## config.mk

```make
export PLATFORM = sky130hd
export DESIGN_NAME = tcr_timer16
export DESIGN_NICKNAME = d
export VERILOG_FILES = /design/src/inc/tcr_pkg.sv /design/src/inc/tcr_evt_if.sv /design/src/core/tcr_pin_cond.sv /design/src/core/tcr_prescaler.sv /design/src/core/tcr_timer16.sv
export SDC_FILE = /design/constraint.sdc
export NUM_CORES = 1
export LEC_CHECK = 0
export BUFFER_PORTS_ARGS = -buffer_cell sky130_fd_sc_hd__buf_2
export CELL_PAD_IN_SITES_DETAIL_PLACEMENT = 0
export CELL_PAD_IN_SITES_GLOBAL_PLACEMENT = 1
export CORE_MARGIN = 3
export CORE_UTILIZATION = 23
export DETAILED_ROUTE_END_ITERATION = 6
export PLACE_DENSITY_LB_ADDON = 0.1
export SLEW_MARGIN = 40
export SYNTH_ARGS = -nofsm -noshare
export SYNTH_HDL_FRONTEND = slang
export SYNTH_SLANG_ARGS = --single-unit
```

## constraint.sdc

```tcl
create_clock -name clock_in -period 3.1 [get_ports clock_in]
set_clock_uncertainty 0.1 [all_clocks]
set_input_delay 0.31 -clock clock_in [delete_from_list [all_inputs] [get_ports clock_in]]
set_output_delay 0.31 -clock clock_in [all_outputs]
set_load 0.02 [all_outputs]
```

## src/inc/tcr_pkg.sv

```systemverilog
// Purpose: constants for the 16-bit timer capture/compare register block
// Assumes: byte-wide CPU I/O register port, one I/O clock
// Notes: offsets are data-space byte addresses
// Behaviour
// - With filter on, capture input changes after four equal samples.
// - Edge select zero captures on falling edge, one on rising edge.
// - Capture trigger copies counter into capture register and sets flag.
// - Modes using capture register as top disable the capture input.
// - Clock select 000 stops; 001 to 101 pick divide 1,8,64,256,1024.
// - Clock select 110/111 count external pin falling/rising edges.
// - External pin edges count even when that pin is an output.
// - Force compare strobes act only in non-PWM modes.
// - Force bit one forces a compare match using current output action.
// - Forced match raises no flag and never clears the counter.
// - Force compare bits always read as zero.
// - 16-bit registers use one shared high-byte latch for atomic access.
// - Counter write blocks compare matches on the next timer tick.
// - Compare registers continuously compared; match flags and drives pin.
// - Capture register loads on capture; some modes use it as top.
// - Interrupt mask bits 7 and 6 always read zero.
// - Capture flag clears on vector execution or writing one to it.
// - Capture request needs enable, global enable and capture flag.
package tcr_pkg;
   localparam logic [7:0] ADDR_FLAGS = 8'h36;
   localparam logic [7:0] ADDR_MASK = 8'h6F;
   localparam logic [7:0] ADDR_CTRL_A = 8'h80;
   localparam logic [7:0] ADDR_CTRL_B = 8'h81;
   localparam logic [7:0] ADDR_FORCE = 8'h82;
   localparam logic [7:0] ADDR_CNT_L = 8'h84;
   localparam logic [7:0] ADDR_CNT_H = 8'h85;
   localparam logic [7:0] ADDR_ICR_L = 8'h86;
   localparam logic [7:0] ADDR_ICR_H = 8'h87;
   localparam logic [7:0] ADDR_OCRA_L = 8'h88;
   localparam logic [7:0] ADDR_OCRA_H = 8'h89;
   localparam logic [7:0] ADDR_OCRB_L = 8'h8A;
   localparam logic [7:0] ADDR_OCRB_H = 8'h8B;
   localparam logic [7:0] RESET_BYTE = 8'h00;
   localparam logic [15:0] RESET_WORD = 16'h0000;
   // Writable bit masks
   localparam logic [7:0] MASK_WR_BITS = 8'h27;
   localparam logic [7:0] CTRL_B_WR_BITS = 8'hDF;
   localparam logic [7:0] CTRL_A_WR_BITS = 8'hF3;
   localparam int FILT_BIT = 7;
   localparam int EDGE_BIT = 6;
   localparam int FORCE_A_BIT = 7;
   localparam int FORCE_B_BIT = 6;
   localparam int CAP_BIT = 5;
   localparam int MATCH_B_BIT = 2;
   localparam int MATCH_A_BIT = 1;
   localparam int WRAP_BIT = 0;
   localparam logic [2:0] CS_STOP = 3'h0;
   localparam logic [2:0] CS_DIV1 = 3'h1;
   localparam logic [2:0] CS_DIV8 = 3'h2;
   localparam logic [2:0] CS_DIV64 = 3'h3;
   localparam logic [2:0] CS_DIV256 = 3'h4;
   localparam logic [2:0] CS_DIV1024 = 3'h5;
   localparam logic [2:0] CS_EXT_FALL = 3'h6;
   localparam logic [2:0] CS_EXT_RISE = 3'h7;
   localparam int PRE_WIDTH = 10;
   localparam logic [9:0] PRE_MASK_8 = 10'h007;
   localparam logic [9:0] PRE_MASK_64 = 10'h03F;
   localparam logic [9:0] PRE_MASK_256 = 10'h0FF;
   localparam logic [9:0] PRE_MASK_1024 = 10'h3FF;
   localparam int FILT_SAMPLES = 4;
   localparam logic [15:0] TOP_8BIT = 16'h00FF;
   localparam logic [15:0] TOP_9BIT = 16'h01FF;
   localparam logic [15:0] TOP_10BIT = 16'h03FF;
   localparam logic [15:0] TOP_MAX = 16'hFFFF;
   localparam logic [1:0] COM_OFF = 2'h0;
   localparam logic [1:0] COM_TOGGLE = 2'h1;
   localparam logic [1:0] COM_CLEAR = 2'h2;
   localparam logic [1:0] COM_SET = 2'h3;
endpackage

```

## src/inc/tcr_evt_if.sv

```systemverilog
// Purpose: carries pin conditioning setup and the qualified edge event
// Assumes: one clock domain
// Notes: event is a one-cycle pulse
interface tcr_evt_if;
   logic filt_en;
   logic rise_sel;
   logic event_p;
   modport cfg (output filt_en, output rise_sel, input event_p);
   modport cond (input filt_en, input rise_sel, output event_p);
endinterface

```

## src/core/tcr_pin_cond.sv

```systemverilog
// Purpose: synchronise a pin, optional noise filter, edge select
// Assumes: pin is asynchronous to clock_in
// Notes: filtered path adds SAMPLES cycles of delay
module tcr_pin_cond import tcr_pkg::*; #(
   parameter int SAMPLES = FILT_SAMPLES
) (
   input wire logic clock_in,
   input wire logic resetn_in,
   input wire logic pin_in,
   tcr_evt_if.cond evt
);
   typedef struct packed {
      logic sync1;
      logic sync2;
      logic [SAMPLES-1:0] samp;
      logic filt;
      logic filt_d;
   } tcr_cond_t;
   tcr_cond_t s_ff, nxt_s;

   if (SAMPLES < 2) begin : g_chk
      $error("tcr_pin_cond needs at least two samples");
   end

   always_comb begin
      nxt_s = s_ff;
      nxt_s.sync1 = pin_in;
      nxt_s.sync2 = s_ff.sync1;
      nxt_s.samp = {s_ff.samp[SAMPLES-2:0], s_ff.sync2};
      nxt_s.filt_d = s_ff.filt;
      if (!evt.filt_en) begin
         nxt_s.filt = s_ff.sync2;
      end else if (&s_ff.samp) begin
         nxt_s.filt = 1'b1;
      end else if (~|s_ff.samp) begin
         nxt_s.filt = 1'b0;
      end
   end

   always_ff @(posedge clock_in) begin
      if (!resetn_in) begin
         s_ff <= '0;
      end else begin
         s_ff <= nxt_s;
      end
   end

   assign evt.event_p = (s_ff.filt != s_ff.filt_d) &&
      (s_ff.filt == evt.rise_sel);
endmodule

```

## src/core/tcr_prescaler.sv

```systemverilog
// Purpose: free-running I/O clock prescaler and tick select
// Assumes: clock select codes from the package
// Notes: tick is one cycle wide
module tcr_prescaler import tcr_pkg::*; #(
   parameter int WIDTH = PRE_WIDTH
) (
   input wire logic clock_in,
   input wire logic resetn_in,
   input wire logic [2:0] clock_sel_in,
   output logic tick_out
);
   typedef struct packed {
      logic [WIDTH-1:0] cnt;
   } tcr_pre_t;
   tcr_pre_t s_ff, nxt_s;

   if (WIDTH != PRE_WIDTH) begin : g_chk
      $error("tcr_prescaler width must match the divide masks");
   end

   always_comb begin
      nxt_s.cnt = s_ff.cnt + 1'b1;
   end

   always_ff @(posedge clock_in) begin
      if (!resetn_in) begin
         s_ff <= '0;
      end else begin
         s_ff <= nxt_s;
      end
   end

   always_comb begin
      case (clock_sel_in)
         CS_DIV1: tick_out = 1'b1;
         CS_DIV8: tick_out = &(s_ff.cnt | ~PRE_MASK_8);
         CS_DIV64: tick_out = &(s_ff.cnt | ~PRE_MASK_64);
         CS_DIV256: tick_out = &(s_ff.cnt | ~PRE_MASK_256);
         CS_DIV1024: tick_out = &(s_ff.cnt | ~PRE_MASK_1024);
         default: tick_out = 1'b0;
      endcase
   end
endmodule

```

## src/core/tcr_timer16.sv

```systemverilog
// Purpose: 16-bit timer with capture, two compares and CPU I/O registers
// Assumes: CPU I/O port sampled on clock_in; pins asynchronous
// Notes: read data appears the cycle after the read strobe
module tcr_timer16 import tcr_pkg::*; (
   input wire logic clock_in,
   input wire logic resetn_in,
   input wire logic [7:0] io_addr_in,
   input wire logic [7:0] io_wdata_in,
   input wire logic io_wr_in,
   input wire logic io_rd_in,
   output logic [7:0] io_rdata_out,
   input wire logic capture_input_pin_in,
   input wire logic ext_count_pin_in,
   input wire logic global_irq_en_in,
   input wire logic capture_vec_ack_in,
   input wire logic match_a_vec_ack_in,
   input wire logic match_b_vec_ack_in,
   input wire logic wrap_vec_ack_in,
   output logic capture_irq_out,
   output logic match_a_irq_out,
   output logic match_b_irq_out,
   output logic wrap_irq_out,
   output logic compare_output_pin_a_out,
   output logic compare_output_pin_b_out
);
   typedef struct packed {
      logic [7:0] temp;
      logic [15:0] cnt;
      logic [15:0] icr;
      logic [15:0] ocra;
      logic [15:0] ocrb;
      logic [7:0] ctla;
      logic [7:0] ctlb;
      logic [7:0] mask;
      logic capture_flag;
      logic ocfa;
      logic ocfb;
      logic tov;
      logic dn;
      logic blk;
      logic oca;
      logic ocb;
      logic [7:0] rdata;
   } tcr_state_t;
   tcr_state_t s_ff, nxt_s;

   tcr_evt_if cap_if ();
   tcr_evt_if cnt_if ();
   logic pre_tick;
   logic tick;
   logic [3:0] waveform_mode_sel;
   logic [2:0] clock_source_sel;
   logic [15:0] top;
   logic icr_top;
   logic pwm;
   logic phase;
   logic wr_cnt;
   logic force_wr;
   logic match_a;
   logic match_b;
   logic at_top;
   logic at_bottom;
   logic tog_a_ok;
   logic [7:0] flag_clr;

   assign waveform_mode_sel = {s_ff.ctlb[4:3], s_ff.ctla[1:0]};
   assign clock_source_sel = s_ff.ctlb[2:0];

   assign cap_if.filt_en = s_ff.ctlb[FILT_BIT];
   assign cap_if.rise_sel = s_ff.ctlb[EDGE_BIT];
   assign cnt_if.filt_en = 1'b0;
   assign cnt_if.rise_sel = clock_source_sel[0];

   tcr_pin_cond #(.SAMPLES(FILT_SAMPLES)) u_cap (
      .clock_in(clock_in),
      .resetn_in(resetn_in),
      .pin_in(capture_input_pin_in),
      .evt(cap_if.cond)
   );

   tcr_pin_cond #(.SAMPLES(FILT_SAMPLES)) u_cnt (
      .clock_in(clock_in),
      .resetn_in(resetn_in),
      .pin_in(ext_count_pin_in),
      .evt(cnt_if.cond)
   );

   tcr_prescaler #(.WIDTH(PRE_WIDTH)) u_pre (
      .clock_in(clock_in),
      .resetn_in(resetn_in),
      .clock_sel_in(clock_source_sel),
      .tick_out(pre_tick)
   );

   assign tick = pre_tick || (clock_source_sel[2:1] == 2'b11 &&
      cnt_if.event_p);

   // Counter top and mode class
   always_comb begin
      case (waveform_mode_sel)
         4'h1, 4'h5: top = TOP_8BIT;
         4'h2, 4'h6: top = TOP_9BIT;
         4'h3, 4'h7: top = TOP_10BIT;
         4'h4, 4'h9, 4'hB, 4'hF: top = s_ff.ocra;
         4'h8, 4'hA, 4'hC, 4'hE: top = s_ff.icr;
         default: top = TOP_MAX;
      endcase
   end
   assign icr_top = waveform_mode_sel inside {4'h8, 4'hA, 4'hC, 4'hE};
   assign pwm = !(waveform_mode_sel inside {4'h0, 4'h4, 4'hC});
   assign phase = waveform_mode_sel inside {4'h1, 4'h2, 4'h3, 4'h8,
      4'h9, 4'hA, 4'hB};
   assign tog_a_ok = waveform_mode_sel inside {4'h9, 4'hB, 4'hE, 4'hF};
   assign at_top = s_ff.cnt == top;
   assign at_bottom = s_ff.cnt == RESET_WORD;

   assign wr_cnt = io_wr_in && io_addr_in == ADDR_CNT_L;
   assign force_wr = io_wr_in && io_addr_in == ADDR_FORCE && !pwm;
   assign match_a = tick && !s_ff.blk && s_ff.cnt == s_ff.ocra;
   assign match_b = tick && !s_ff.blk && s_ff.cnt == s_ff.ocrb;
   assign flag_clr = (io_wr_in && io_addr_in == ADDR_FLAGS) ?
      io_wdata_in : RESET_BYTE;

   // Waveform pin action on a compare match
   function automatic logic oc_next(input logic cur, input logic [1:0] com,
      input logic is_pwm, input logic down, input logic tog_ok);
      logic v;
      v = cur;
      case (com)
         COM_TOGGLE: v = (!is_pwm || tog_ok) ? !cur : cur;
         COM_CLEAR: v = is_pwm && down;
         COM_SET: v = !(is_pwm && down);
         default: v = cur;
      endcase
      return v;
   endfunction

   always_comb begin
      nxt_s = s_ff;
      if (tick) begin
         nxt_s.blk = 1'b0;
      end
      // Counting sequence
      if (tick && phase) begin
         if (!s_ff.dn) begin
            nxt_s.dn = at_top;
            nxt_s.cnt = at_top ? s_ff.cnt - 1'b1 : s_ff.cnt + 1'b1;
         end else begin
            nxt_s.dn = !at_bottom;
            nxt_s.cnt = at_bottom ? s_ff.cnt + 1'b1 : s_ff.cnt - 1'b1;
         end
      end else if (tick) begin
         nxt_s.cnt = at_top ? RESET_WORD : s_ff.cnt + 1'b1;
      end
      // Output compare pins
      if (match_a) begin
         nxt_s.oca = oc_next(s_ff.oca, s_ff.ctla[7:6], pwm, s_ff.dn,
            tog_a_ok);
      end
      if (match_b) begin
         nxt_s.ocb = oc_next(s_ff.ocb, s_ff.ctla[5:4], pwm, s_ff.dn, 1'b0);
      end
      if (tick && pwm && !phase && at_top) begin
         if (s_ff.ctla[7]) begin
            nxt_s.oca = !s_ff.ctla[6];
         end
         if (s_ff.ctla[5]) begin
            nxt_s.ocb = !s_ff.ctla[4];
         end
      end
      if (force_wr && io_wdata_in[FORCE_A_BIT]) begin
         nxt_s.oca = oc_next(s_ff.oca, s_ff.ctla[7:6], 1'b0, 1'b0, 1'b0);
      end
      if (force_wr && io_wdata_in[FORCE_B_BIT]) begin
         nxt_s.ocb = oc_next(s_ff.ocb, s_ff.ctla[5:4], 1'b0, 1'b0, 1'b0);
      end
      // Flags: set wins over clear
      // vector or write-one clear
      nxt_s.capture_flag = s_ff.capture_flag && !capture_vec_ack_in &&
         !flag_clr[CAP_BIT];
      nxt_s.ocfa = s_ff.ocfa && !match_a_vec_ack_in && !flag_clr[MATCH_A_BIT];
      nxt_s.ocfb = s_ff.ocfb && !match_b_vec_ack_in && !flag_clr[MATCH_B_BIT];
      nxt_s.tov = s_ff.tov && !wrap_vec_ack_in && !flag_clr[WRAP_BIT];
      if (match_a) begin
         nxt_s.ocfa = 1'b1;
      end
      if (match_b) begin
         nxt_s.ocfb = 1'b1;
      end
      if (tick && (phase ? (s_ff.dn && at_bottom) :
         (pwm ? at_top : s_ff.cnt == TOP_MAX))) begin
         nxt_s.tov = 1'b1;
      end
      if (tick && icr_top && at_top) begin
         nxt_s.capture_flag = 1'b1;
      end
      if (cap_if.event_p && !icr_top) begin
         nxt_s.icr = s_ff.cnt;
         nxt_s.capture_flag = 1'b1;
      end
      // Register writes
      // shared high-byte latch
      if (io_wr_in) begin
         case (io_addr_in)
            ADDR_MASK: nxt_s.mask = io_wdata_in & MASK_WR_BITS;
            ADDR_CTRL_A: nxt_s.ctla = io_wdata_in & CTRL_A_WR_BITS;
            ADDR_CTRL_B: nxt_s.ctlb = io_wdata_in & CTRL_B_WR_BITS;
            ADDR_CNT_H, ADDR_ICR_H, ADDR_OCRA_H, ADDR_OCRB_H:
               nxt_s.temp = io_wdata_in;
            ADDR_CNT_L: begin
               nxt_s.cnt = {s_ff.temp, io_wdata_in};
               nxt_s.blk = 1'b1;
            end
            ADDR_ICR_L: nxt_s.icr = {s_ff.temp, io_wdata_in};
            ADDR_OCRA_L: nxt_s.ocra = {s_ff.temp, io_wdata_in};
            ADDR_OCRB_L: nxt_s.ocrb = {s_ff.temp, io_wdata_in};
            default: nxt_s.temp = s_ff.temp;
         endcase
      end
      // Register reads
      if (io_rd_in) begin
         case (io_addr_in)
            ADDR_MASK: nxt_s.rdata = s_ff.mask & MASK_WR_BITS;
            ADDR_CTRL_A: nxt_s.rdata = s_ff.ctla;
            ADDR_CTRL_B: nxt_s.rdata = s_ff.ctlb;
            ADDR_FORCE: nxt_s.rdata = RESET_BYTE;
            ADDR_FLAGS: nxt_s.rdata = {2'b00, s_ff.capture_flag, 2'b00,
               s_ff.ocfb, s_ff.ocfa, s_ff.tov};
            ADDR_CNT_L: begin
               nxt_s.rdata = s_ff.cnt[7:0];
               nxt_s.temp = s_ff.cnt[15:8];
            end
            ADDR_ICR_L: begin
               nxt_s.rdata = s_ff.icr[7:0];
               nxt_s.temp = s_ff.icr[15:8];
            end
            ADDR_OCRA_L: begin
               nxt_s.rdata = s_ff.ocra[7:0];
               nxt_s.temp = s_ff.ocra[15:8];
            end
            ADDR_OCRB_L: begin
               nxt_s.rdata = s_ff.ocrb[7:0];
               nxt_s.temp = s_ff.ocrb[15:8];
            end
            ADDR_CNT_H, ADDR_ICR_H, ADDR_OCRA_H, ADDR_OCRB_H:
               nxt_s.rdata = s_ff.temp;
            default: nxt_s.rdata = RESET_BYTE;
         endcase
      end
   end

   always_ff @(posedge clock_in) begin
      if (!resetn_in) begin
         s_ff <= '0;
      end else begin
         s_ff <= nxt_s;
      end
   end

   assign io_rdata_out = s_ff.rdata;
   assign compare_output_pin_a_out = s_ff.oca;
   assign compare_output_pin_b_out = s_ff.ocb;
   assign capture_irq_out = s_ff.mask[CAP_BIT] && global_irq_en_in &&
      s_ff.capture_flag;
   assign match_a_irq_out = s_ff.mask[MATCH_A_BIT] && global_irq_en_in &&
      s_ff.ocfa;
   assign match_b_irq_out = s_ff.mask[MATCH_B_BIT] && global_irq_en_in &&
      s_ff.ocfb;
   assign wrap_irq_out = s_ff.mask[WRAP_BIT] && global_irq_en_in && s_ff.tov;
endmodule

```

Word level (Yosys, flattened, before mapping)
Cells that the tools add are included.

Output and inout bits: 14. Word-level logic and storage cells: 209. Input bits: 27. Flip-flop bits (word level): 127.

Eq/ne operators: 50. Reduce and logical (&&, ||, !) cells: 80. Multiplexer cells: 49. $add $sub $neg: 3.

Operator list (number): two-way mux 16 bit (11); two-way mux 96 bit (1); == test 8 bit (second input constant) (11); case mux 16 bit (5 select lines) (1); case mux 8 bit (9 select lines) (1); == test 16 bit (3); logical AND 1 bit (37); two-way mux 8 bit (4); case mux 8 bit (4 select lines) (1); == test 4 bit (second input constant) (7); two-way mux 1 bit (22); logical NOT 1 bit (18); adder 16 x 1 -> 16 bit (second input constant) (1); == test 16 bit (second input constant) (1); == test 4 x 3 -> 1 bit (second input constant) (4); logical NOT 16 bit (1); OR reduction 4 bit (4); subtractor 16 x 1 -> 16 bit (second input constant) (1); two-way mux 6 bit (2); case mux 1 bit (3 select lines) (4); adder 10 x 1 -> 10 bit (second input constant) (1); == test 2 bit (second input constant) (5); AND reduction 10 bit (1); AND reduction 2 bit (5); other kinds (24) (35).

Logic depth before layout (Yosys ltp)
Gate-level depths: netlist of run 1.

Depth in word-level cells: 11. Depth in mapped cells: 13. Gate-level depth less buffers: 11.

Hierarchy
Synthesis of run 1 repeated with hierarchy kept, for this count alone.

Cell total of the unflattened synthesis: 1126. Area, all modules: 8456.9 um^2.

Modules (own cells, without submodules): tcr_timer16 (area each 7463.4 um^2, cells each 1027, instances 1); tcr_pin_cond (area each 255.2 um^2, cells each 23, instances 2); tcr_prescaler (area each 483.0 um^2, cells each 53, instances 1).

Worst setup path after synthesis of run 1
Ideal clock, no wire load.

Path type: reg-to-reg. From: register s_ff[28] (netlist bit). To: register s_ff[93] (netlist bit). Period minus slack after synthesis: 2.932 ns. Library setup time: 0.086 ns. Arrival time: 2.747 ns. Path slack: 0.168 ns. Cell stages (with the launch flop): 13. Path through: dfxtp_1 -> buf_6 -> or4b_4 -> buf_6 -> o22a_1 -> xor2_1 -> nor4_4 -> nand4_4 -> or2_1 -> buf_6 -> a21oi_1 -> xor2_1 -> a211oi_1.

Longest elaborated chain between the ends: 9. Elaborated cells on any way between the ends: 30.

Ends and longest elaborated chain: start, declared (RTL line tcr_timer16.sv:45) `tcr_state_t s_ff, nxt_s;`; start signal, assigned (RTL line tcr_timer16.sv:256) `s_ff <= nxt_s;`; == test 4 bit, or another cell as far along (RTL line tcr_timer16.sv:100) `case (waveform_mode_sel)`; OR reduction 4 bit or OR reduction 2 bit (tied branches) (RTL line tcr_timer16.sv:100); case mux 16 bit (5 select lines) (RTL line tcr_timer16.sv:100); == test 16 bit (RTL line tcr_timer16.sv:114) `assign at_top = s_ff.cnt == top;`; two-way mux 16 bit, on equally long branches (RTL line tcr_timer16.sv:153, tcr_timer16.sv:147); two-way mux 16 bit, on equally long branches (RTL line tcr_timer16.sv:152, tcr_timer16.sv:145); two-way mux 16 bit * (RTL line tcr_timer16.sv:144) `if (tick && phase) begin`; two-way mux 16 bit (RTL line tcr_timer16.sv:204) `case (io_addr_in)`; two-way mux 96 bit * (RTL line tcr_timer16.sv:203) `if (io_wr_in) begin`.

Mark *: on every way between the ends. The rest lies on a longest branch, timed or not. A chain may end at the register's enable or synchronous reset.

Worst setup path in the final report of run 1
From: register s_ff[92] (netlist bit). To: register s_ff[91] (netlist bit).

Longest elaborated chain between the ends: 6. Elaborated cells on any way between the ends: 10.

Ends and longest elaborated chain (RTL line): == test 16 bit or logical NOT 16 bit (tied branches) (tcr_timer16.sv:114, tcr_timer16.sv:115); two-way mux 16 bit, on equally long branches (tcr_timer16.sv:153, tcr_timer16.sv:147, tcr_timer16.sv:150); two-way mux 16 bit, on equally long branches (tcr_timer16.sv:152, tcr_timer16.sv:145); two-way mux 16 bit * (tcr_timer16.sv:144); two-way mux 16 bit (tcr_timer16.sv:204); two-way mux 96 bit * (tcr_timer16.sv:203).

Marked as above.

==> metrics.cfg, run 1 <==
[drt]
totalWireLength_um = 39000
drt-vias-per-instance = 5.25
drt_pre_antenna_iters = 7
detail_route.wl_per_cell_um = 24.0
route.detailed.drc = 0
vias = 8514
drt-initial-drc-count = 723
topRoutingLayerUsed = met4
detailroute.wirelength.met2_um = 17900
met3_wirelength_um = 1560
met1_length_um = 18800
antenna_left = 0

[power_and_ir_drop]
power_report.internal_total_w = 0.00292
switching_power_w = 0.00122
netSwitchingFraction_pct = 29.5
power.static_leakage_nw = 4.11
share_clk_of_total_power_pct = 51.6
power_frac_comb_pct = 8.2
power.sequential.fraction_pct = 40.3
vdd.ir_drop.worst_mv = 0.349
power.density_cell_area_nw_per_um2 = 404

[sta]
transition_at_the_pin_with_the_smallest_max_transition_slack_ns = 0.776
timing_hold_violations_final = 0
max_slew_margin_pct = 48.1
maxClockFrequency_mhz = 345
rsz_0062_raised_after_global_routing = false
timing_max_transition_violations_final = 0
fin_setup_tns_ns = 0
shortest_clock_period_the_worst_path_allows_after_layout_ns = 2.90
period_share_pct = 93.4
finalSetupViolations = 0

[clock_network]
tritoncts_clock_tree = built
cts_setup_buffers = 0
tritoncts_num_sinks = 127
cts.path.max_buffers = 2
clk-insertion-delay-late_ns = 0.44
worst_setup_hold_path_clk_slew_ns = 0.07
clock_tree.htree_level_count = 4
numCtsBuffers = 17
clockRootBuffer = clkbuf_16

[worst_setup_path]
cp.arrival_ns = 3.11
worst_ep_required_time_ns = 3.31
worst_path_most_repeated_cell = or3_1
worst_setup_path_end_kind = flop
maximum_single_stage_delay_on_the_critical_path_ns = 0.43
critical_path.slowest_cell = dfxtp_1
critical_path_peak_fanout = 8
timing.critical_path.cells = nor3_2 -> nand3_1 -> or3_1 -> or3_1 -> and2_1 -> o31a_1 -> o21ai_0 -> o311ai_0 -> a31oi_1 -> o32ai_1
regToRegSetupSlack_ns = 0.20
critical_path.startpoint_type = flop
crit_type = reg2reg

[synthesis]
post-synth-top-area-fraction_pct = 30.3
postSynth.topFlopCell = dfxtp_1
ys_async_sr_fraction_pct = 0
post_synth_num_cell_types = 75
syn-mean-instance-area_um2 = 7.70
yosys-top-cells-area = dfxtp_1 (30%), nand2_1 (7.0%), xor2_1 (4.4%)
ys_ff_latch = 127
number_of_synthesis_warnings = 0
synth-edff-count = 0
post_synth_inst_count = 1089
syn-num-nets = 1129
synthDominantAreaCellType = dfxtp_1
seq_area_frac_synth_pct = 30.3
mappedNetlistArea_um2 = 8390

[placement]
placedInstanceArea_um2 = 9540
gp_congestion = 0.845
numPortBuffers = 40
dp_hpwl_um = 28700

[global_routing]
wire_length_of_the_first_global_routing_pass_um = 57500
largest_net_degree_at_the_start_of_global_routing = 62
groute.usage.overall_pct = 20.0
aggregate_global_routing_overflow = 0
grt_pass1_vias = 8433
antenna_found_initial = 1

[final_layout]
layout.cells.most_common_list = nand2_1 (155), dfxtp_1 (124), buf_4 (91)
stdcell_area_um2 = 10300
syn2layout_area_growth_pct = 22.2
layout.cells.most_common = nand2_1
layout-drive-gt1-share_pct = 18.0
n_antenna_cell = 0
final_net_count = 1189

[floorplan]
floorplan.rows = 69
fp.coreArea_um2 = 35700
chip_width_um = 197
die_area_um2 = 38800
chip_height_um = 197
top_level_ports = 41
starting_density_pct = 23.5

[min_path]
min-delay-path-class = in2reg

[flow_run]
timing.max_cap.violations = 0

[status]
outcome = finished clean

## cell usage after synthesis, types with 6 or more instances
library cell  number
o22ai_1           14
nand4_1            9
ha_1              13
a21boi_0          44
a21oi_1           41
dfxtp_1          127
nand2_1          156
and2_1            26
nor4_1            19
o21ai_0           46
clkbuf_1          78
o21a_1            11
o31ai_1            7
nand3_1           38
a22oi_1           31
a211oi_1          11
mux2_2             9
nor3_1            24
nand2b_1          13
o211a_1           17
mux2i_1           25
a222oi_1           7
a31oi_1           31
buf_4              9
nor2b_1           21
and3_1            17
a311oi_1           6
xor2_1            42
nor2_1            56
or3_1              9
a221oi_1           7
xnor2_1           15
inv_1             23
o211ai_1           9
## through the flow
stage	hold slack [ns]	setup WS, ns	power (W)	std cells	util, %
floorplan	0.306	0.168	0.00189	1089	-
global placement	0.313	0.0831	0.00204	1589	26.7
detailed placement	0.318	0.0307	0.00204	1589	26.7
CTS	0.0732	0.00849	0.00420	1623	28.4
global route	0.0747	0.00977	0.00429	1623	28.7
finish	0.0854	0.204	0.00414	1623	28.7
## power by group through the flow
stage               combinational [W]  clock, W  sequential [W]
floorplan                    0.000200         0         0.00169
global placement             0.000336         0         0.00171
detailed placement           0.000332         0         0.00171
CTS                          0.000335   0.00220         0.00167
global route                 0.000363   0.00225         0.00167
finish                       0.000338   0.00214         0.00167
## sequential cells by signal, summed over array words and instances (netlist names)
| register | count |
|---|---|
| cap_if.filt_en | 1 |
| cap_if.rise_sel | 1 |
| clock_source_sel | 3 |
| compare_output_pin_a_out | 1 |
| compare_output_pin_b_out | 1 |
| io_rdata_out | 8 |
| s_ff | 90 |
| u_cap.nxt_s | 6 |
| u_cap.s_ff | 2 |
| u_cnt.nxt_s | 3 |
| u_cnt.s_ff | 1 |
| u_pre.s_ff | 10 |
## area by class of cell
| cell class | instances | area [um2] |
|---|---|---|
| fill | 3913 | 25500 |
| multi-input combinational | 838 | 5400 |
| clock inverter | 15 | 178 |
| sequential | 127 | 2550 |
| clock buffer | 17 | 425 |
| inverter | 25 | 93.8 |
| timing repair buffer | 140 | 1030 |
| tap | 461 | 577 |
## worst paths after layout
check	startpoint	endpoint	cells after the start
max	s_ff[92]$_SDFF_PN0_	s_ff[91]$_SDFF_PN0_	10
min	capture_vec_ack_in	s_ff[15]$_SDFF_PN0_	3
min reg2reg	u_cap.nxt_s[6]$_SDFF_PN0_	u_cap.nxt_s[2]$_SDFF_PN0_	1
max reg2reg	s_ff[92]$_SDFF_PN0_	s_ff[91]$_SDFF_PN0_	10
## critical path, delay by kind of cell, from the launching register on
family | cells | cell delay (ns)
compound gates | 5 | 0.72
flops | 1 | 0.43
simple gates | 5 | 1.51
## metal layers
| metal | vias to the layer above | global-route usage [%] |
|---|---|---|
| li1 | 4054 | - |
| met1 | 4193 | 28.2 |
| met2 | 230 | 32.3 |
| met3 | 37 | 2.85 |
| met4 | 0 | 5.04 |
| met5 | - | 0 |
## cells by family (layout without fill, tap and decap cells)
group / Yosys count / after routing / synth area share [%]
and+or+nand+nor: 415 / 415 / 24.6
AOI/OAI and AO/OA: 319 / 319 / 26.8
DFF: 127 / 127 / 30.3
buffers and inverters: 124 / 197 / 6.28
xor gates and xnor gates: 57 / 57 / 5.95
muxes: 34 / 34 / 4.19
adders and majority gates: 13 / 13 / 1.94
## timing repair
item                       4_1_cts  5_1_grt
setup endpoints to repair        0       16
hold endpoints to repair         2        0
gates resized for setup          0       25
hold buffers                     2        0
No activity file was read; power rests on OpenSTA's default activity.
==> run 2: changes to the inputs <==
Settings changed: BUFFER_PORTS_ARGS -buffer_cell sky130_fd_sc_hd__buf_2 to -buffer_cell sky130_fd_sc_hd__buf_4, CORE_MARGIN 3 to unset.
==> run 2 against run 1 <==
Compared with the run above: critical path depth is 1 lower; die area decreased by 4.0%; count of clock-buffer cells in the layout rose by 1; maximum frequency fell by 4.0%; global-route usage is 1.2 points higher; wire length is 1.1% lower; highest routed layer unchanged.
==> metrics.cfg, run 2 (synthesis results as in run 1) <==
[status]
outcome = finished clean

[worst_setup_path]
cp_num_cells = 9  ; -1
regToRegSetupSlack_ns = 0.08  ; -0.12 ns
timing.critical_path.buf_inv = 1  ; +1
cp.arrival_ns = 3.30  ; +0.19 ns
crit_path_end = s_ff[101]$_SDFF_PN0_
worst_setup_path_end_kind = flop
timing.critical_path.cells = or4b_4 -> o22a_1 -> xor2_2 -> nor4_4 -> nand4_4 -> o21a_4 -> buf_4 -> o311ai_2 -> o221a_1
worst_setup_path_startpoint = s_ff[32]$_SDFFE_PN0P_
crit_path_max_delay_family = simple AND/OR/NAND/NOR gates
critical_path.slowest_cell = or4b_4
maximum_single_stage_delay_on_the_critical_path_ns = 0.58  ; +0.15 ns
critical_path.startpoint_type = flop
critical_path_peak_fanout = 6  ; -2
critical_path.reg2reg.startpoint = s_ff[32]$_SDFFE_PN0P_
worst-r2r-cell-count = 9  ; -1
timing.rr.end = s_ff[101]$_SDFF_PN0_
worst_ep_required_time_ns = 3.38  ; +0.07 ns
crit_type = reg2reg

[floorplan]
floorplan.rows = 69  ; unchanged
top_level_ports = 41  ; unchanged
chip_height_um = 193  ; -2.0%
die_area_um2 = 37200  ; -4.0%
starting_density_pct = 23.5  ; unchanged
chip_width_um = 193  ; -2.0%
fp.coreArea_um2 = 35700  ; unchanged

[drt]
vias = 8534  ; +0.23%
drt-initial-drc-count = 845  ; +17%
drt_pre_antenna_iters = 5  ; -2
detail_route.wl_per_cell_um = 23.7  ; -1.2%
totalWireLength_um = 38500  ; -1.1%
antenna_left = 0  ; unchanged
route.detailed.drc = 0  ; unchanged
drt-vias-per-instance = 5.25  ; +0.11%

[clock_network]
tritoncts_num_sinks = 127  ; unchanged
tritoncts_clock_tree = built
clk-insertion-delay-late_ns = 0.44  ; about the same
clock_tree.htree_level_count = 4  ; unchanged
clockRootBuffer = clkbuf_16
numCtsBuffers = 17  ; unchanged
cts.path.max_buffers = 2  ; unchanged
worst_setup_hold_path_clk_slew_ns = 0.07  ; about the same

[sta]
period_share_pct = 97.3  ; +3.9 points
transition_at_the_pin_with_the_smallest_max_transition_slack_ns = 0.809  ; +0.0334 ns
finalSetupViolations = 0  ; unchanged
shortest_clock_period_the_worst_path_allows_after_layout_ns = 3.02  ; +0.120 ns
final.hold.worst_slack_ns = 0.0820  ; -0.00347 ns
rsz_0062_raised_after_global_routing = true
timing_hold_violations_final = 0  ; unchanged
timing_max_transition_violations_final = 0  ; unchanged
finalWorstSetupSlack_ns = 0.0843  ; -0.120 ns
maxClockFrequency_mhz = 332  ; -4.0%
max_slew_margin_pct = 45.7  ; -2.4 points

[global_routing]
grt_busiest_layer = met2
gr-usage-met2_pct = 33.7  ; +1.4 points
largest_net_degree_at_the_start_of_global_routing = 41  ; -34%
groute.usage.overall_pct = 21.2  ; +1.2 points
wire_length_of_the_first_global_routing_pass_um = 56700  ; -1.4%
grt_pass1_vias = 8384  ; -0.58%
aggregate_global_routing_overflow = 0  ; unchanged
gr_util_met1_pct = 29.4  ; +1.3 points
antenna_found_initial = 0  ; -1
globalRouteMet3Util_pct = 2.66  ; -0.19 points

[power_and_ir_drop]
power.static_leakage_nw = 4.14  ; +0.62%
power.density_cell_area_nw_per_um2 = 391  ; -3.2%
vdd.ir_drop.worst_mv = 0.364  ; +4.2%

[min_path]
min-delay-path-class = in2reg
worstHoldStart = capture_vec_ack_in

[placement]
numPortBuffers = 40  ; unchanged
dp.cells = 1585  ; -0.25%
dp_hpwl_um = 28400  ; -1.3%
gp_congestion = 0.847  ; +0.21%
placedInstanceArea_um2 = 9620  ; +0.84%
placement.setup.worst_slack_ns = 0.0530  ; +0.0222 ns

[final_layout]
top_register = s_ff
syn2layout_area_growth_pct = 23.7
layout.cells.most_common = nand2_1
instances_no_fill = 1625  ; +0.12%
stdcell_area_um2 = 10400  ; +1.2%
layout.cells.most_common_list = nand2_1 (155), buf_4 (131), dfxtp_1 (123)
final_net_count = 1192  ; +0.25%
layout-drive-gt1-share_pct = 18.5  ; +0.48 points
n_antenna_cell = 0  ; unchanged
largest_reg_flops = 90  ; unchanged

[flow_run]
timing.max_cap.violations = 0  ; unchanged

==> run 2: changes by cell type in the layout (fill, tap and decap cells not counted), sizes merged <==
cell      change
buf           +3
clkbuf        +1
clkinv        -1
clkinvlp      +1
inv           -2
==> run 2: worst min-delay path by stage <==
| stage | depth (start not counted) | to | slack, ns |
|---|---|---|---|
| 6_report | 3 | s_ff[15]$_SDFF_PN0_ | 0.08 |
| 4_1_cts | 3 | s_ff[15]$_SDFF_PN0_ | 0.08 |
| 2_1_floorplan | 1 | u_cap.nxt_s[2]$_SDFF_PN0_ | 0.31 |
| 3_3_place_gp | 1 | u_cnt.nxt_s[0]$_SDFF_PN0_ | 0.31 |
| 3_5_place_dp | 1 | u_cap.nxt_s[2]$_SDFF_PN0_ | 0.32 |
| 5_1_grt | 3 | s_ff[15]$_SDFF_PN0_ | 0.09 |
==> run 2: through the flow <==
| stage | setup TNS [ns] | power (W) | utilization, % |
|---|---|---|---|
| floorplan | 0 | 0.00189 | - |
| global placement | 0 | 0.00206 | 26.9 |
| detailed placement | 0 | 0.00206 | 26.9 |
| CTS | 0 | 0.00411 | 28.6 |
| global route | -0.0457 | 0.00420 | 29.0 |
| finish | 0 | 0.00406 | 29.0 |
==> run 2: area by class of cell <==
type,count,area (um2)
clock buffers,18,439
clock inverters,13,130
fillers,3968,25400
inverters,25,93.8
multi-input cells,838,5420
flip-flops and latches,127,2550
well taps,461,577
repair buffers,143,1170
==> run 2: power by group <==
part           switching (W)  leakage [nW]  internal [W]
clock network       0.000891         0.272       0.00114
registers          0.0000251          1.03       0.00165
logic               0.000221          2.84      0.000132
total                0.00114          4.14       0.00292
==> run 2: per-layer routing <==
layer  vias to the layer above  wire, um
met5                         -         0
met4                         0       969
met3                        45      1490
met2                       246     17900
met1                      4184     18200
li1                       4059         -
==> run 2: worst min-delay path, delay by kind of cell <==
| family | cells | cell delay (ns) |
|---|---|---|
| buffers and inverters | 1 | 0.08 |
| AO/OA/AOI/OAI | 1 | 0.07 |
| AND/OR/NAND/NOR | 1 | 0.10 |
==> run 2: timing repair <==
action / in CTS / in global routing
hold endpoints to repair: 2 / 0
buffers inserted: 0 / 7
hold buffers: 2 / 0
gates resized for setup: 0 / 38
setup endpoints to repair: 0 / 17
==> run 3: changes to the inputs <==
Settings changed: CELL_PAD_IN_SITES_DETAIL_PLACEMENT 0 to unset, CELL_PAD_IN_SITES_GLOBAL_PLACEMENT 1 to unset, CORE_MARGIN set to 2.
==> run 3 against run 2 <==
Compared with the run above: core utilization down 0.35 points; clock power barely moved; via count decreased by 0.49%; critical endpoint is now s_ff[91]$_SDFF_PN0_; global-route usage is 1.2 points lower; highest routed layer unchanged; non-clock buffer count down 11.
==> metrics.cfg, run 3 (synthesis results as in run 1) <==
[status]
outcome = finished clean

[drt]
vias = 8492  ; -0.49%
drt_pre_antenna_iters = 6  ; +1
route.detailed.drc = 0  ; unchanged
drt-vias-per-instance = 5.26  ; +0.12%
antenna_left = 0  ; unchanged
detail_route.wl_per_cell_um = 23.4  ; -1.3%
drt-initial-drc-count = 719  ; -15%
totalWireLength_um = 37800  ; -1.9%

[floorplan]
chip_width_um = 195  ; +1.0%
starting_density_pct = 23.5  ; unchanged
chip_height_um = 195  ; +1.0%
fp.coreArea_um2 = 35700  ; unchanged
floorplan.rows = 69  ; unchanged
top_level_ports = 41  ; unchanged
die_area_um2 = 38000  ; +2.1%

[global_routing]
largest_net_degree_at_the_start_of_global_routing = 41  ; unchanged
groute.usage.overall_pct = 20.0  ; -1.2 points
antenna_found_initial = 0  ; unchanged
wire_length_of_the_first_global_routing_pass_um = 56600  ; -0.12%
aggregate_global_routing_overflow = 0  ; unchanged
grt_pass1_vias = 8450  ; +0.79%

[worst_setup_path]
worst_setup_path_end_kind = flop
critical_path_peak_fanout = 23  ; +17
worst_ep_required_time_ns = 3.31  ; -0.07 ns
critical_path.startpoint_type = flop
cp.arrival_ns = 3.20  ; -0.10 ns
crit_type = reg2reg

[clock_network]
clockRootBuffer = clkbuf_16
tritoncts_clock_tree = built
cts.path.max_buffers = 2  ; unchanged
clock_tree.htree_level_count = 4  ; unchanged
worst_setup_hold_path_clk_slew_ns = 0.08  ; about the same
numCtsBuffers = 17  ; unchanged
clk-insertion-delay-late_ns = 0.45  ; about the same
tritoncts_num_sinks = 127  ; unchanged

[final_layout]
seq_area_um2 = 2540  ; -0.20%
top_register = s_ff
largest_reg_flops = 90  ; unchanged
n_antenna_cell = 0  ; unchanged
layout.cells.most_common = nand2_1
layout.cells.most_common_list = nand2_1 (156), dfxtp_1 (127), buf_4 (122)
syn2layout_area_growth_pct = 22.2
layout-drive-gt1-share_pct = 16.6  ; -1.9 points
final_net_count = 1181  ; -0.92%
nFillCells = 3923  ; -1.1%
multi_input_comb_area_um2 = 5360  ; -1.1%
post-route-util_pct = 28.7  ; -0.35 points
stdcell_area_um2 = 10200  ; -1.2%

[sta]
max_slew_margin_pct = 43.7  ; -2.0 points
period_share_pct = 96.3  ; -1.0 points
finalWorstSetupSlack_ns = 0.115  ; +0.0311 ns
timing_hold_violations_final = 0  ; unchanged
rsz_0062_raised_after_global_routing = true
fin_setup_tns_ns = 0  ; unchanged
shortest_clock_period_the_worst_path_allows_after_layout_ns = 2.98  ; -0.0311 ns
finalSetupViolations = 0  ; unchanged
timing_max_transition_violations_final = 0  ; unchanged
transition_at_the_pin_with_the_smallest_max_transition_slack_ns = 0.839  ; +0.0296 ns
maxClockFrequency_mhz = 335  ; +1.0%

[power_and_ir_drop]
power.density_cell_area_nw_per_um2 = 398  ; +1.8%
fin_total_pwr_w = 0.00408  ; +0.56%
power.static_leakage_nw = 4.07  ; -1.5%
vdd.ir_drop.worst_mv = 0.351  ; -3.5%

[placement]
placement.setup.worst_slack_ns = 0.0582  ; +0.00523 ns
gp_congestion = 0.851  ; +0.45%
dp_hpwl_um = 27800  ; -2.0%
numPortBuffers = 40  ; unchanged
placedInstanceArea_um2 = 9600  ; -0.21%

[min_path]
min-delay-path-class = in2reg

[flow_run]
timing.max_cap.violations = 0  ; unchanged

## run 3: changes by cell type in the layout (fill, tap and decap cells not counted), sizes merged
cell | before | now
clkinv | 6 | 7
clkinvlp | 3 | 1
bufinv | 1 | 0
inv | 28 | 31
buf | 141 | 130
## run 3: final cells by class
type	instances	area share, %
Tap cell	461	5.63
Clock inverter	14	1.40
Sequential cell	127	24.8
Clock buffer	18	4.28
Timing Repair Buffer	132	10.7
Multi-Input combinational cell	838	52.3
Inverter	25	0.916
## run 3: layer usage
| layer | GRT usage (%) | vias up | part of all wire [%] |
|---|---|---|---|
| met5 | 0 | - | 0 |
| met4 | 4.16 | 0 | 1.6 |
| met3 | 3.39 | 26 | 4.1 |
| met2 | 32.5 | 204 | 46 |
| met1 | 27.7 | 4214 | 48 |
| li1 | - | 4048 | - |
## run 3: critical path: stages, from the launching register on
cell and delay, ns:
dfxtp_1 0.34, or4b_4 0.61, nor2_1 0.12, a21oi_1 0.06, xor2_1 0.17, nor4_4 0.37, nand4_4 0.21, nor2_4 0.20
buf_12 0.18, o311ai_0 0.15, a31oi_1 0.21, o32ai_1 0.11
## run 3: worst paths after layout
kind,startpoint,end,slack [ns],cells after the start
min,capture_vec_ack_in,s_ff[15]$_SDFF_PN0_,0.08,3
max,s_ff[33]$_SDFFE_PN0P_,s_ff[91]$_SDFF_PN0_,0.12,11
max reg2reg,s_ff[33]$_SDFFE_PN0P_,s_ff[91]$_SDFF_PN0_,0.12,11
min reg2reg,u_cnt.nxt_s[2]$_SDFF_PN0_,u_cnt.nxt_s[0]$_SDFF_PN0_,0.33,1
## run 3: through the flow
| stage | hold WS [ns] | instances |
|---|---|---|
| floorplan | 0.306 | 1089 |
| global placement | 0.315 | 1579 |
| finish | 0.0806 | 1615 |
| global route | 0.0779 | 1615 |
| detailed placement | 0.319 | 1579 |
| CTS | 0.0676 | 1613 |
## run 3: timing repair
action | 4_1_cts | 5_1_grt
gates resized for setup | 0 | 8
hold buffers | 2 | 0
setup endpoints to repair | 0 | 19
setup buffers | 0 | 2
endpoints found under the hold margin | 2 | 0
## run 3: power breakdown
part	switching, W	internal (W)	leakage [nW]	total, W
Combinational	0.000218	0.000134	2.77	0.000353
Clock	0.000964	0.00109	0.284	0.00205
Sequential	0.0000239	0.00165	1.03	0.00167
Total	0.00121	0.00287	4.07	0.00408
